<file path="src/rtl/dqrc_consts.vh">
`ifndef DQRC_CONSTS_VH
`define DQRC_CONSTS_VH
// ------------------------------------------------------------
// Reference level mode register fields
// ------------------------------------------------------------
`define DQRC_MR_ENABLE_BIT   7
`define DQRC_MR_RANGE_BIT    6
`define DQRC_MR_LEVEL_MSB    5
`define DQRC_MR_LEVEL_LSB    0
`define DQRC_MR_INDEX        3'h6
// Highest legal level code, 50 decimal
`define DQRC_LEVEL_MAX       6'h32
// Starting level near 75 percent of supply in range one
`define DQRC_LEVEL_START     6'h18
// ------------------------------------------------------------
// Command codes on the command port toward the sequencer
// ------------------------------------------------------------
`define DQRC_CMD_DES         3'h0
`define DQRC_CMD_MRS         3'h1
`define DQRC_CMD_ACT         3'h2
`define DQRC_CMD_WR          3'h3
`define DQRC_CMD_RD          3'h4
`define DQRC_CMD_PRE         3'h5
// ------------------------------------------------------------
// Timing figures in ns and the clock period in ps
// ------------------------------------------------------------
`define DQRC_CLK_PERIOD_PS   5000
`define DQRC_T_ENTRY_NS      150
`define DQRC_T_EXIT_NS       150
`define DQRC_T_SHORT_NS      150
`define DQRC_T_LONG_NS       250
// Least times round up to whole cycles
`define DQRC_CYC(ns)         (((ns) * 1000 + `DQRC_CLK_PERIOD_PS - 1) / `DQRC_CLK_PERIOD_PS)
`endif

</file>
<file path="src/rtl/dqrc_ctrl.v">
`timescale 1ns/1ps
`include "dqrc_consts.vh"
// Contract
// Entry write sets enable, range, ignored level
// Wait entry delay before calibration commands
// Only traffic commands and level writes
// Dummy writes allowed before first level
// Level write keeps enable and range
// Enable zero leaves range and level
// Allow settling time after each level
// Per-device mode allows only mode writes
// Device keeps last level before exit
// Exit only when all banks idle
// Only deselect until exit delay elapsed
// Recalibrate when temperature drifts much
// Range set only by entry write
// No new level in entry write
// Settle last step before exit write
// Final level write then exit write
// Bits seven six are 10 or 11
// Traffic per trial level records pass fail
// Start level from drive and termination
// Range bit picks range one or two
// No default reference, program before use
// Track mode and reuse entry range
module dqrc_ctrl #(
    parameter T_ENTRY = `DQRC_CYC(`DQRC_T_ENTRY_NS),
    parameter T_EXIT  = `DQRC_CYC(`DQRC_T_EXIT_NS),
    parameter T_SHORT = `DQRC_CYC(`DQRC_T_SHORT_NS),
    parameter T_LONG  = `DQRC_CYC(`DQRC_T_LONG_NS),
    parameter LONG_STEP = 4   // Step size above which the long settle applies
) (
    input  wire       CLK_I,
    input  wire       NRST_I,
    input  wire       START_I,        // Begin a calibration pass
    input  wire       RANGE_I,        // 0 range one, 1 range two
    input  wire [5:0] START_LEVEL_I,  // First trial code
    input  wire [5:0] LEVEL_STEP_I,   // Increment between trials
    input  wire       PDA_MODE_I,     // Per-device addressing active
    input  wire       BANKS_IDLE_I,   // All banks idle
    input  wire       TEST_DONE_I,    // Traffic burst for a trial finished
    input  wire       TEST_PASS_I,    // Result of that burst
    input  wire       CMD_READY_I,    // Command sequencer takes a command
    output reg        CMD_VALID_O,
    output reg  [2:0] CMD_O,
    output reg  [2:0] MR_ADDR_O,
    output reg  [7:0] MR_DATA_O,
    output reg        TEST_REQ_O,     // Run one traffic burst
    output reg        BUSY_O,
    output reg        CAL_ACTIVE_O,
    output reg        DONE_O,
    output reg        FAIL_O,
    output reg  [5:0] RESULT_O,
    output reg        RANGE_O
);
    // ------------------------------------------------------------
    // States
    // ------------------------------------------------------------
    localparam S_IDLE   = 4'h0;
    localparam S_ENTRY  = 4'h1;
    localparam S_EWAIT  = 4'h2;
    localparam S_DUMMY  = 4'h3;
    localparam S_SET    = 4'h4;
    localparam S_SETTLE = 4'h5;
    localparam S_TEST   = 4'h6;
    localparam S_FINAL  = 4'h7;
    localparam S_FSET   = 4'h8;
    localparam S_IDLEW  = 4'h9;
    localparam S_EXIT   = 4'ha;
    localparam S_XWAIT  = 4'hb;

    // ------------------------------------------------------------
    // Sequencer registers and derived values
    // ------------------------------------------------------------
    reg  [3:0] state;       // Sequencer state
    reg        range;       // Range chosen at entry
    reg  [5:0] level;       // Current trial code
    reg  [5:0] prev_level;  // Previously programmed code
    reg  [5:0] lo;          // First passing code
    reg  [5:0] hi;          // Last passing code
    reg        seen_pass;   // Any pass found
    reg        first_cal;   // First pass since reset
    reg        tload;       // Timer load strobe
    reg  [7:0] tcount;      // Timer load value
    wire       tdone;       // Timer elapsed
    wire [6:0] next_level;  // Next trial code, one bit wider
    wire [5:0] diff;        // Step size just programmed
    wire [6:0] mid_sum;     // Sum for eye centre

    // Step sum one bit wider so a step past the top code is seen
    // Step size picks short or long settle; centre is the mean of the edges
    assign next_level = {1'b0, level} + {1'b0, LEVEL_STEP_I};
    assign diff       = (level > prev_level) ? level - prev_level : prev_level - level;
    assign mid_sum    = {1'b0, lo} + {1'b0, hi};

    // ------------------------------------------------------------
    // Delay timer shared by all waits
    // ------------------------------------------------------------
    // One timer suffices since no two waits ever overlap
    dqrc_wait_timer #(.W(8)) u_timer (
        .clk_i   (CLK_I),
        .nrst_i  (NRST_I),
        .load_i  (tload),
        .count_i (tcount),
        .done_o  (tdone)
    );

    // ------------------------------------------------------------
    // Command handshake
    // ------------------------------------------------------------
    // Command counts as issued at the edge where both sides agree
    wire take = CMD_VALID_O && CMD_READY_I;

    // ------------------------------------------------------------
    // Main sequencer
    // ------------------------------------------------------------
    // Every output is a flop of this one process
    // Strobes default low each cycle; commands drop once taken
    // ------------------------------------------------------------
    always @(posedge CLK_I or negedge NRST_I) begin
        if (!NRST_I) begin
            state        <= S_IDLE;
            range        <= 1'b0;
            level        <= 6'h00;
            prev_level   <= 6'h00;
            lo           <= 6'h00;
            hi           <= 6'h00;
            seen_pass    <= 1'b0;
            first_cal    <= 1'b1;
            tload        <= 1'b0;
            tcount       <= 8'h00;
            CMD_VALID_O  <= 1'b0;
            CMD_O        <= `DQRC_CMD_DES;
            MR_ADDR_O    <= 3'h0;
            MR_DATA_O    <= 8'h00;
            TEST_REQ_O   <= 1'b0;
            BUSY_O       <= 1'b0;
            CAL_ACTIVE_O <= 1'b0;
            DONE_O       <= 1'b0;
            FAIL_O       <= 1'b0;
            RESULT_O     <= 6'h00;
            RANGE_O      <= 1'b0;
        end else begin
            tload      <= 1'b0;
            TEST_REQ_O <= 1'b0;
            DONE_O     <= 1'b0;
            // Drop the offer after acceptance; a state may raise a new one
            if (take) begin
                CMD_VALID_O <= 1'b0;
                CMD_O       <= `DQRC_CMD_DES;
            end
            // Step through the calibration sequence
            case (state)
                S_IDLE: begin
                    // Start taken only when idle; caller repeats on drift R12
                    if (START_I) begin
                        range        <= RANGE_I;
                        level        <= START_LEVEL_I;
                        seen_pass    <= 1'b0;
                        BUSY_O       <= 1'b1;
                        FAIL_O       <= 1'b0;
                        CMD_VALID_O  <= 1'b1;
                        CMD_O        <= `DQRC_CMD_MRS;
                        MR_ADDR_O    <= `DQRC_MR_INDEX;
                        // Level field zero: no new level on entry R1 R14 R17
                        MR_DATA_O    <= {1'b1, RANGE_I, 6'h00};
                        state        <= S_ENTRY;
                    end
                end
                // Entry write outstanding until the sequencer takes it
                S_ENTRY: begin
                    if (take) begin
                        CAL_ACTIVE_O <= 1'b1;
                        tload        <= 1'b1;
                        tcount       <= T_ENTRY[7:0];
                        state        <= S_EWAIT;
                    end
                end
                S_EWAIT: begin
                    // Nothing but deselect during entry delay
                    if (tdone && !tload) begin
                        if (first_cal && !PDA_MODE_I) begin
                            CMD_VALID_O <= 1'b1;
                            CMD_O       <= `DQRC_CMD_WR;
                            state       <= S_DUMMY;
                        end else begin
                            state <= S_SET;
                        end
                    end
                end
                // One dummy write after reset, before any level
                S_DUMMY: begin
                    if (take) begin
                        first_cal <= 1'b0;
                        state     <= S_SET;
                    end
                end
                // Offer the trial level once the bus is free
                S_SET: begin
                    if (!CMD_VALID_O) begin
                        CMD_VALID_O <= 1'b1;
                        CMD_O       <= `DQRC_CMD_MRS;
                        MR_ADDR_O   <= `DQRC_MR_INDEX;
                        MR_DATA_O   <= {1'b1, range, level};
                        state       <= S_SETTLE;
                    end
                end
                // Settle counted from acceptance, not from the offer
                S_SETTLE: begin
                    if (take) begin
                        tload      <= 1'b1;
                        // Long settle for large steps
                        tcount     <= (diff > LONG_STEP[5:0]) ? T_LONG[7:0] : T_SHORT[7:0];
                        prev_level <= level;
                        state      <= S_TEST;
                    end
                end
                S_TEST: begin
                    // Traffic only after settle; skipped in per-device mode R8
                    if (tdone && !tload) begin
                        if (PDA_MODE_I) begin
                            state <= S_FINAL;
                        end else if (!TEST_REQ_O) begin
                            TEST_REQ_O <= 1'b1;
                            state      <= S_FINAL;
                        end
                    end
                end
                // Record pass edges, then step or finish
                S_FINAL: begin
                    if (PDA_MODE_I || TEST_DONE_I) begin
                        if (TEST_PASS_I && !PDA_MODE_I) begin
                            if (!seen_pass) begin
                                lo <= level;
                            end
                            hi        <= level;
                            seen_pass <= 1'b1;
                        end
                        // Stop stepping past the top code or in per-device mode
                        if (!PDA_MODE_I && LEVEL_STEP_I != 6'h00 && next_level <= {1'b0, `DQRC_LEVEL_MAX}) begin
                            level <= next_level[5:0];
                            state <= S_SET;
                        end else begin
                            state <= S_FSET;
                        end
                    end
                end
                S_FSET: begin
                    // Final level write before exit R16
                    if (!CMD_VALID_O) begin
                        if (seen_pass) begin
                            level <= mid_sum[6:1];
                        end
                        CMD_VALID_O <= 1'b1;
                        CMD_O       <= `DQRC_CMD_MRS;
                        MR_ADDR_O   <= `DQRC_MR_INDEX;
                        MR_DATA_O   <= {1'b1, range, (seen_pass ? mid_sum[6:1] : level)};
                        state       <= S_IDLEW;
                    end
                end
                // Final level settles fully; exit waits for idle banks
                S_IDLEW: begin
                    if (take) begin
                        tload      <= 1'b1;
                        // Long settle always: the centre may sit far from the last trial
                        tcount     <= T_LONG[7:0];
                        prev_level <= level;
                    end else if (!CMD_VALID_O && tdone && !tload && BANKS_IDLE_I) begin
                        CMD_VALID_O <= 1'b1;
                        CMD_O       <= `DQRC_CMD_MRS;
                        MR_ADDR_O   <= `DQRC_MR_INDEX;
                        // Range kept in exit write; device ignores it R6 R13
                        MR_DATA_O   <= {1'b0, range, level};
                        state       <= S_EXIT;
                    end
                end
                // Mode counted as left once the exit write is taken
                S_EXIT: begin
                    if (take) begin
                        CAL_ACTIVE_O <= 1'b0;
                        tload        <= 1'b1;
                        tcount       <= T_EXIT[7:0];
                        state        <= S_XWAIT;
                    end
                end
                // Only deselect while the exit delay runs
                S_XWAIT: begin
                    if (tdone && !tload) begin
                        BUSY_O   <= 1'b0;
                        DONE_O   <= 1'b1;
                        FAIL_O   <= !seen_pass;
                        RESULT_O <= level;
                        RANGE_O  <= range;
                        state    <= S_IDLE;
                    end
                end
                // Unused codes fall back to idle
                default: begin
                    state <= S_IDLE;
                end
            endcase
        end
    end
endmodule

</file>
<file path="src/rtl/dqrc_wait_timer.v">
`timescale 1ns/1ps
`include "dqrc_consts.vh"
// ------------------------------------------------------------
// Down counter that reports when a loaded delay has elapsed
// ------------------------------------------------------------
module dqrc_wait_timer #(
    parameter W = 8
) (
    input  wire         clk_i,
    input  wire         nrst_i,
    input  wire         load_i,
    input  wire [W-1:0] count_i,
    output wire         done_o
);
    reg [W-1:0] remain;   // Cycles still to wait

    // Load wins over counting
    always @(posedge clk_i or negedge nrst_i) begin
        if (!nrst_i) begin
            remain <= {W{1'b0}};
        end else if (load_i) begin
            remain <= count_i;
        end else if (remain != {W{1'b0}}) begin
            remain <= remain - {{(W-1){1'b0}}, 1'b1};
        end
    end

    assign done_o = (remain == {W{1'b0}}) && !load_i;
endmodule

</file>
<file path="config.mk">
export PLATFORM = sky130hd
export DESIGN_NAME = dqrc_ctrl
export DESIGN_NICKNAME = d
export VERILOG_FILES = /design/src/rtl/dqrc_ctrl.v /design/src/rtl/dqrc_wait_timer.v
export VERILOG_INCLUDE_DIRS = /design/src /design/src/rtl
export SDC_FILE = /design/constraint.sdc
export NUM_CORES = 1
export LEC_CHECK = 0
export CAP_MARGIN = 20
export CORE_UTILIZATION = 35
export CTS_BUF_LIST = sky130_fd_sc_hd__clkbuf_4
export DETAILED_ROUTE_END_ITERATION = 10
export DONT_BUFFER_PORTS = 1
export GPL_TIMING_DRIVEN = 0
export PLACE_DENSITY_LB_ADDON = 0.3
export SLEW_MARGIN = 20
export SYNTH_ARGS = -nofsm -noshare
export SYNTH_HDL_FRONTEND = slang
export SYNTH_SLANG_ARGS = --single-unit
</file>
<file path="constraint.sdc">
create_clock -name CLK_I -period 3.4 [get_ports CLK_I]
set_input_delay 0.68 -clock CLK_I [delete_from_list [all_inputs] [get_ports CLK_I]]
set_output_delay 0.68 -clock CLK_I [all_outputs]
set_load 0.01 [all_outputs]
</file>
==> metrics, run 1 <==
Max VDD drop 0.359 mV; synthesized area 4390 um2; synthesized net count 513; layout cell share with drive strength beyond 1 12.5%; Distinct cells, synth 66; iteration-0 DRC count of the detailed router 208; post-route ant nets 0; GPL Wtd Cong 0.889; global-route wire length before repair 18.8 mm; reg-to-reg critical path startpoint level[4]$_DFFE_PN0P_; Final Worst Setup Slack 399 ps; relative contribution of sequential cells to total power 31.2%; row count 40; Mean Syn Cell Area 9.46 um2; count of max-cap constraint violations 0; final routed wire length divided by cell count 17.8 um; DR DRC count 0; worst hold path class primary input to async pin; number of storage elements in the synthesis netlist 68; placement-stage worst setup slack 336 ps; Max Transition Viols Final 0; final core utilization 39.2%; Worst Max-Slew Pin Slew 1030 ps; total number of vias 3,628; power after layout 4.67 mW; Core ar. 12,100 um2; number of antenna diodes 0; worst reg2reg endpoint tcount[5]$_DFFE_PN0P_; via count of the first global-routing pass 3,596; Max FO, Critical Path 8; Synth Flop Type sky130_fd_sc_hd__dfrtp_1; clock tree from TritonCTS done; H-tree depth 3; run status finished, final reports clean; filler instances 1,251; Net Sw Power 2.28 mW; DIE WIDTH 114 um; type of the worst setup path flip-flop to flip-flop; global-route congestion overflow total 0; CP Data Arrival Time 3310 ps; Root Buffer Master sky130_fd_sc_hd__clkbuf_4; DRT Wirelength 11.5 mm; Power Internal 2.40 mW; Critical path destination tcount[5]$_DFFE_PN0P_; Final #Nets 525; part of the Yosys area used for sequential elements 38.8%; number of cells in the design after placement 632; Hold Violations, Final 0; I/O pin total 48; unrepaired setup endpoints after global routing no; Synthesis Warnings 0; final setup violation count 0; I/O Buffers 0; cell leakage power 2.05 nW; clock latency at the later pin of the worst-skew pair 430 ps; register-to-register path setup slack 400 ps; tightest hold margin 82.2 ps; number of cells in the finished layout apart from fillers 649; proportion of power drawn by the clock network 9.9%; fin crit share 88.3%; Post-CTS Setup Inserts 0; post-layout min period 3000 ps; asr flop ratio synth 100%; data required time at the worst endpoint 3710 ps; EDFF count, synth 0; Bufs on Longest Clock Path 2; gr usage total 18.6%; Worst Clk Skew 12.7 ps; synthesized netlist cell count 464; switch share 48.7%; antenna violations before repair 0; HPWL after DPL 8.36 mm; initial core utilization 36.3%; pin count of the biggest net entering global routing 68; relative contribution of combinational cells to total power 58.9%; 1st-pass router iterations 4; finished layout cell area 4750 um2; startpoint type of the worst setup path flip-flop; worst r2r path cells 9; DR vias/cell 5.59; Total Negative Setup Slacks 0 ps; area of the die 13,000 um2; Reg clk slew, reported paths 110 ps; endpoint class of the critical path flip-flop; fmax 0.333 GHz; die outline height 114 um; number of buffers added by the clock tree synthesis step 9; Cell Area, Placed 4600 um2; number of sinks on the clock net 68; worst rel slew slack 30.7%; worst setup path start level[4]$_DFFE_PN0P_; power per cell area 984 nW/um2; relative area change from synthesis to final layout 8.12%
==> registers in the layout (all words and copies together), names as in the netlist <==
signal,count
MR_DATA_O,8
u_timer.remain,8
RESULT_O,6
hi,6
level,6
lo,6
prev_level,6
state,4
CMD_O,3
tcount,3
BUSY_O,1
CAL_ACTIVE_O,1
CMD_VALID_O,1
DONE_O,1
FAIL_O,1
MR_ADDR_O,1
RANGE_O,1
TEST_REQ_O,1
first_cal,1
range,1
seen_pass,1
tload,1
==> worst min path at each step <==
stage               slack, ps                   endpoint  depth (start not counted)
floorplan                 380         BUSY_O$_DFFE_PN0P_                          0
global placement          390  prev_level[1]$_DFFE_PN0P_                          0
detailed placement        390  prev_level[1]$_DFFE_PN0P_                          0
CTS                        60      first_cal$_DFFE_PN1P_                          0
global route               50      first_cal$_DFFE_PN1P_                          0
finish                     80      first_cal$_DFFE_PN1P_                          0
==> Yosys cell counts, drive strengths merged (4+ instances only) <==
master / count / share of area, %
and2: 5 / 0.71
nor3: 13 / 1.7
nor4: 6 / 1.1
a21oi: 34 / 4.0
xnor2: 5 / 1.0
nor2b: 8 / 1.1
ha: 24 / 6.8
a221oi: 5 / 1.0
inv: 27 / 2.3
nand2: 44 / 3.8
o211ai: 6 / 1.0
buf: 6 / 0.85
o21a: 8 / 1.4
o21ai: 33 / 3.8
mux2: 26 / 6.7
o221ai: 4 / 0.80
a21o: 7 / 1.2
a22oi: 6 / 1.0
nand3: 6 / 0.68
nor2: 24 / 2.1
a211oi: 8 / 1.5
nand4b: 4 / 0.80
mux2i: 11 / 2.5
nand2b: 8 / 1.1
fa: 4 / 1.8
clkbuf: 14 / 1.2
dfrtp: 67 / 38
==> cell type report <==
| type | instances | area [um2] | area share (%) |
|---|---|---|---|
| sequential | 68 | 1700 | 35.9 |
| clock inverter | 5 | 28.8 | 0.606 |
| clock buffer | 11 | 82.6 | 1.74 |
| tap | 168 | 210 | 4.43 |
| timing repair buffer | 1 | 27.5 | 0.580 |
| buffer | 20 | 90.1 | 1.90 |
| multi-input combinational | 349 | 2500 | 52.8 |
| inverter | 27 | 101 | 2.13 |
==> power by group through the flow <==
stage               registers (mW)  logic [mW]  clock network, mW
floorplan                     1.36        2.11                  0
global placement              1.45        2.60                  0
detailed placement            1.47        2.66                  0
CTS                           1.46        2.70              0.472
global route                  1.50        3.08              0.501
finish                        1.46        2.75              0.461
==> metal layers <==
layer  vias to the layer above  part of all wire [%]  global-route usage [%]
li1                       1728                     -                       -
met3                        15                   7.2                    5.58
met5                         -                     0                       0
met1                      1785                    45                    24.9
met4                         0                   2.2                    6.58
met2                       100                    45                    28.3
==> kinds of logic (layout without fill, tap and decap cells) <==
family | after synthesis | after routing | share of synthesized area [%]
AO/OA/AOI/OAI | 141 | 141 | 21.5
XOR/XNOR | 8 | 8 | 1.60
adder cells (fa/ha/maj) | 28 | 28 | 8.66
buffers and inverters | 47 | 64 | 4.36
flip-flops | 68 | 68 | 38.8
multiplexers | 37 | 37 | 9.17
other | 1 | 1 | 0.0854
AND/OR/NAND/NOR | 134 | 134 | 15.9
==> timing repair <==
action,CTS,global route
hold buffers,1,0
endpoints found under the setup margin,0,1
gates resized for setup,0,1
endpoints found under the hold margin,67,0
==> cell usage in the layout, fill, tap and decap left out, types with 7 or more instances in the layout <==
cell and count:
sky130_fd_sc_hd__o21ai_0 33, sky130_fd_sc_hd__a21oi_1 33, sky130_fd_sc_hd__inv_1 27, sky130_fd_sc_hd__nor3_1 12, sky130_fd_sc_hd__clkbuf_4 11, sky130_fd_sc_hd__nor2_1 24
sky130_fd_sc_hd__nand2_1 44, sky130_fd_sc_hd__a211oi_1 7, sky130_fd_sc_hd__clkbuf_1 14, sky130_fd_sc_hd__mux2_2 26, sky130_fd_sc_hd__dfrtp_1 67, sky130_fd_sc_hd__nor2b_1 8
sky130_fd_sc_hd__o21a_1 8, sky130_fd_sc_hd__ha_1 24, sky130_fd_sc_hd__mux2i_1 11, sky130_fd_sc_hd__a21o_1 7, sky130_fd_sc_hd__nand2b_1 8
==> worst max-delay path: stages (launching register included) <==
cell and delay (ps):
sky130_fd_sc_hd__dfrtp_1 550, sky130_fd_sc_hd__inv_1 140, sky130_fd_sc_hd__ha_1 300, sky130_fd_sc_hd__clkbuf_1 260, sky130_fd_sc_hd__nand2_1 140, sky130_fd_sc_hd__o32a_1 450, sky130_fd_sc_hd__a21o_1 190, sky130_fd_sc_hd__o211ai_1 190
sky130_fd_sc_hd__o221ai_1 240, sky130_fd_sc_hd__o41a_1 420
(Power assumes the default switching activity.)
==> run 2: changes to the inputs <==
--- a/config.mk
+++ b/config.mk
@@ -7,13 +7,14 @@
 export NUM_CORES = 1
 export LEC_CHECK = 0
 export CAP_MARGIN = 20
+export CELL_PAD_IN_SITES_DETAIL_PLACEMENT = 0
+export CELL_PAD_IN_SITES_GLOBAL_PLACEMENT = 2
 export CORE_UTILIZATION = 35
 export CTS_BUF_LIST = sky130_fd_sc_hd__clkbuf_4
 export DETAILED_ROUTE_END_ITERATION = 10
 export DONT_BUFFER_PORTS = 1
 export GPL_TIMING_DRIVEN = 0
 export PLACE_DENSITY_LB_ADDON = 0.3
-export SLEW_MARGIN = 20
 export SYNTH_ARGS = -nofsm -noshare
 export SYNTH_HDL_FRONTEND = slang
 export SYNTH_SLANG_ARGS = --single-unit
==> metrics, run 2 (synthesized netlist as in run 1, its figures left out) <==
run status finished, final reports clean; cell leakage power 2.06 nW (+0.39%); clock latency at the later pin of the worst-skew pair 450 ps (+20 ps); Net Sw Power 2.31 mW (+1.3%); proportion of power drawn by the clock network 10.0% (about the same); Worst Clk Skew 18.1 ps (+5.36 ps); total number of vias 3,594 (-0.94%); fin crit share 90.9% (+2.7 points); finished layout cell area 4750 um2 (about the same); area of the die 13,000 um2 (unchanged); die outline height 114 um (unchanged); Total Negative Setup Slacks 0 ps (unchanged); Crit path largest cell delay 700 ps (+150 ps); Max VDD drop 0.342 mV (-4.7%); worst setup path start level[1]$_DFFE_PN0P_; Core ar. 12,100 um2 (unchanged); final core utilization 39.2% (about the same); fmax 0.323 GHz (-3.0%); HPWL after DPL 8.59 mm (+2.7%); switch share 49.2% (+0.46 points); list of cells traversed by the critical path ha_1 > a211o_1 > a2111o_1 > o311ai_0 > o211ai_1 > a21oi_2 > mux2_2; Bufs on Longest Clock Path 2 (unchanged); iteration-0 DRC count of the detailed router 163 (-22%); Hold Violations, Final 0 (unchanged); gr usage total 19.5% (+0.96 points); Max Transition Viols Final 0 (unchanged); 1st-pass router iterations 4 (unchanged); number of buffers added by the clock tree synthesis step 9 (unchanged); Final Worst Setup Slack 308 ps (-91.3 ps); final routed wire length divided by cell count 18.1 um (+1.9%); Cell Area, Placed 4600 um2 (unchanged); post-route ant nets 0 (unchanged); DRT Wirelength 11.8 mm (+2.1%); Max FO, Critical Path 11 (+3); final setup violation count 0 (unchanged); reg-to-reg critical path startpoint level[1]$_DFFE_PN0P_; power per cell area 987 nW/um2 (+0.33%); Worst Max-Slew Pin Slew 737 ps (-294 ps); relative contribution of sequential cells to total power 31.3% (about the same); worst hold path class primary input to async pin; I/O Buffers 0 (unchanged); Post-CTS Setup Inserts 0 (unchanged); startpoint type of the worst setup path flip-flop; clock tree from TritonCTS done; CP Data Arrival Time 3420 ps (+110 ps); H-tree depth 3 (unchanged); placement-stage worst setup slack 264 ps (-71.9 ps); crit path max-delay cell type sky130_fd_sc_hd__dfrtp_1; registers with the most flip-flops MR_DATA_O (8), u_timer.remain (8); relative contribution of combinational cells to total power 58.7% (-0.2 points); relative area change from synthesis to final layout 8.18% (about the same); layer with the highest usage met2; GPL Wtd Cong 0.884 (-0.61%); antenna violations before repair 0 (unchanged); DR DRC count 0 (unchanged); filler instances 1,250 (-0.080%); global-route congestion overflow total 0 (unchanged); endpoint class of the critical path flip-flop; met1 global-route usage 25.5% (+0.60 points); Power Internal 2.38 mW (-0.52%); via count of the first global-routing pass 3,592 (-0.11%); I/O pin total 48 (unchanged); Final #Nets 526 (+0.19%); DR vias/cell 5.53 (-1.1%); post-layout min period 3090 ps (+91.3 ps); initial core utilization 36.3% (unchanged); M3 GR Usage 3.93% (-1.6 points); pin count of the biggest net entering global routing 68 (unchanged); unrepaired setup endpoints after global routing no; global-route wire length before repair 19.3 mm (+2.4%); number of antenna diodes 0 (unchanged); DIE WIDTH 114 um (unchanged); worst rel slew slack 50.4% (+20 points); type of the worst setup path flip-flop to flip-flop; row count 40 (unchanged); Root Buffer Master sky130_fd_sc_hd__clkbuf_4; commonest non-fill, non-tap cell in the layout sky130_fd_sc_hd__dfrtp_1; count of max-cap constraint violations 0 (unchanged); met2 capacity usage during global routing 30.8% (+2.5 points); register-to-register path setup slack 310 ps (-90 ps); commonest non-fill, non-tap cells in the layout sky130_fd_sc_hd__dfrtp_1 (67), sky130_fd_sc_hd__nand2_1 (44), sky130_fd_sc_hd__a21oi_1 (33), sky130_fd_sc_hd__o21ai_0 (33), sky130_fd_sc_hd__inv_1 (27); Reg clk slew, reported paths 120 ps (about the same); data required time at the worst endpoint 3730 ps (+20 ps); number of sinks on the clock net 68 (unchanged); layout cell share with drive strength beyond 1 12.7% (+0.18 points)
## run 2: cell types whose count changed in the layout (fill, tap and decap cells not counted), sizes merged
cell	delta
clkinv	+2
clkinvlp	-1
## run 2: stage by stage
stage / hold slack (ps) / instances / power [mW]
after global placement: 386 / 632 / 4.15
after CTS: 20.9 / 649 / 4.68
after detailed placement: 387 / 632 / 4.17
after floorplan: 384 / 464 / 3.47
final: 61.8 / 650 / 4.69
after global routing: 17.0 / 650 / 5.13
## run 2: per-layer routing
metal / up-vias / wire, um
met5: - / 0
met4: 0 / 338
met3: 26 / 415
met2: 78 / 5440
met1: 1754 / 5590
li1: 1736 / -
## run 2: path summary, 6_finish.rpt
kind | end | depth (start not counted)
worst max-delay path | level[3]$_DFFE_PN0P_ | 7
worst min-delay path | first_cal$_DFFE_PN1P_ | 0
worst max register to register | level[3]$_DFFE_PN0P_ | 7
worst min register to register | first_cal$_DFFE_PN1P_ | 1
max in group asynchronous | hi[0]$_DFFE_PN0P_ | 1
min in group CLK_I | CMD_VALID_O$_DFF_PN0_ | 1
## run 2: worst max-delay path, delay by kind of cell (launching register included)
family | cells | cell delay [ps]
AO/OA/AOI/OAI | 5 | 1540
adder cells (fa/ha/maj) | 1 | 350
flip-flops | 1 | 700
multiplexers | 1 | 380
## run 2: layout make-up
| class | instances | area [um2] | share of cell area [%] |
|---|---|---|---|
| buffer | 20 | 90.1 | 1.90 |
| inverter | 27 | 101 | 2.13 |
| clock buffer | 10 | 75.1 | 1.58 |
| timing repair buffer | 2 | 35.0 | 0.737 |
| clock inverter | 6 | 31.3 | 0.658 |
| multi-input combinational | 349 | 2500 | 52.7 |
| tap | 168 | 210 | 4.42 |
| sequential | 68 | 1700 | 35.8 |
## run 2: power groups by stage
| stage | sequential (mW) | combinational (mW) | clock, mW |
|---|---|---|---|
| final | 1.47 | 2.75 | 0.468 |
| after global routing | 1.52 | 3.08 | 0.530 |
| after CTS | 1.47 | 2.72 | 0.492 |
| after detailed placement | 1.49 | 2.68 | 0 |
| after global placement | 1.48 | 2.67 | 0 |
| after floorplan | 1.36 | 2.11 | 0 |
## run 2: repair_timing
item,CTS,global route
endpoints found under the setup margin,0,1
gates resized for setup,0,1
hold buffers,1,0
endpoints found under the hold margin,67,0
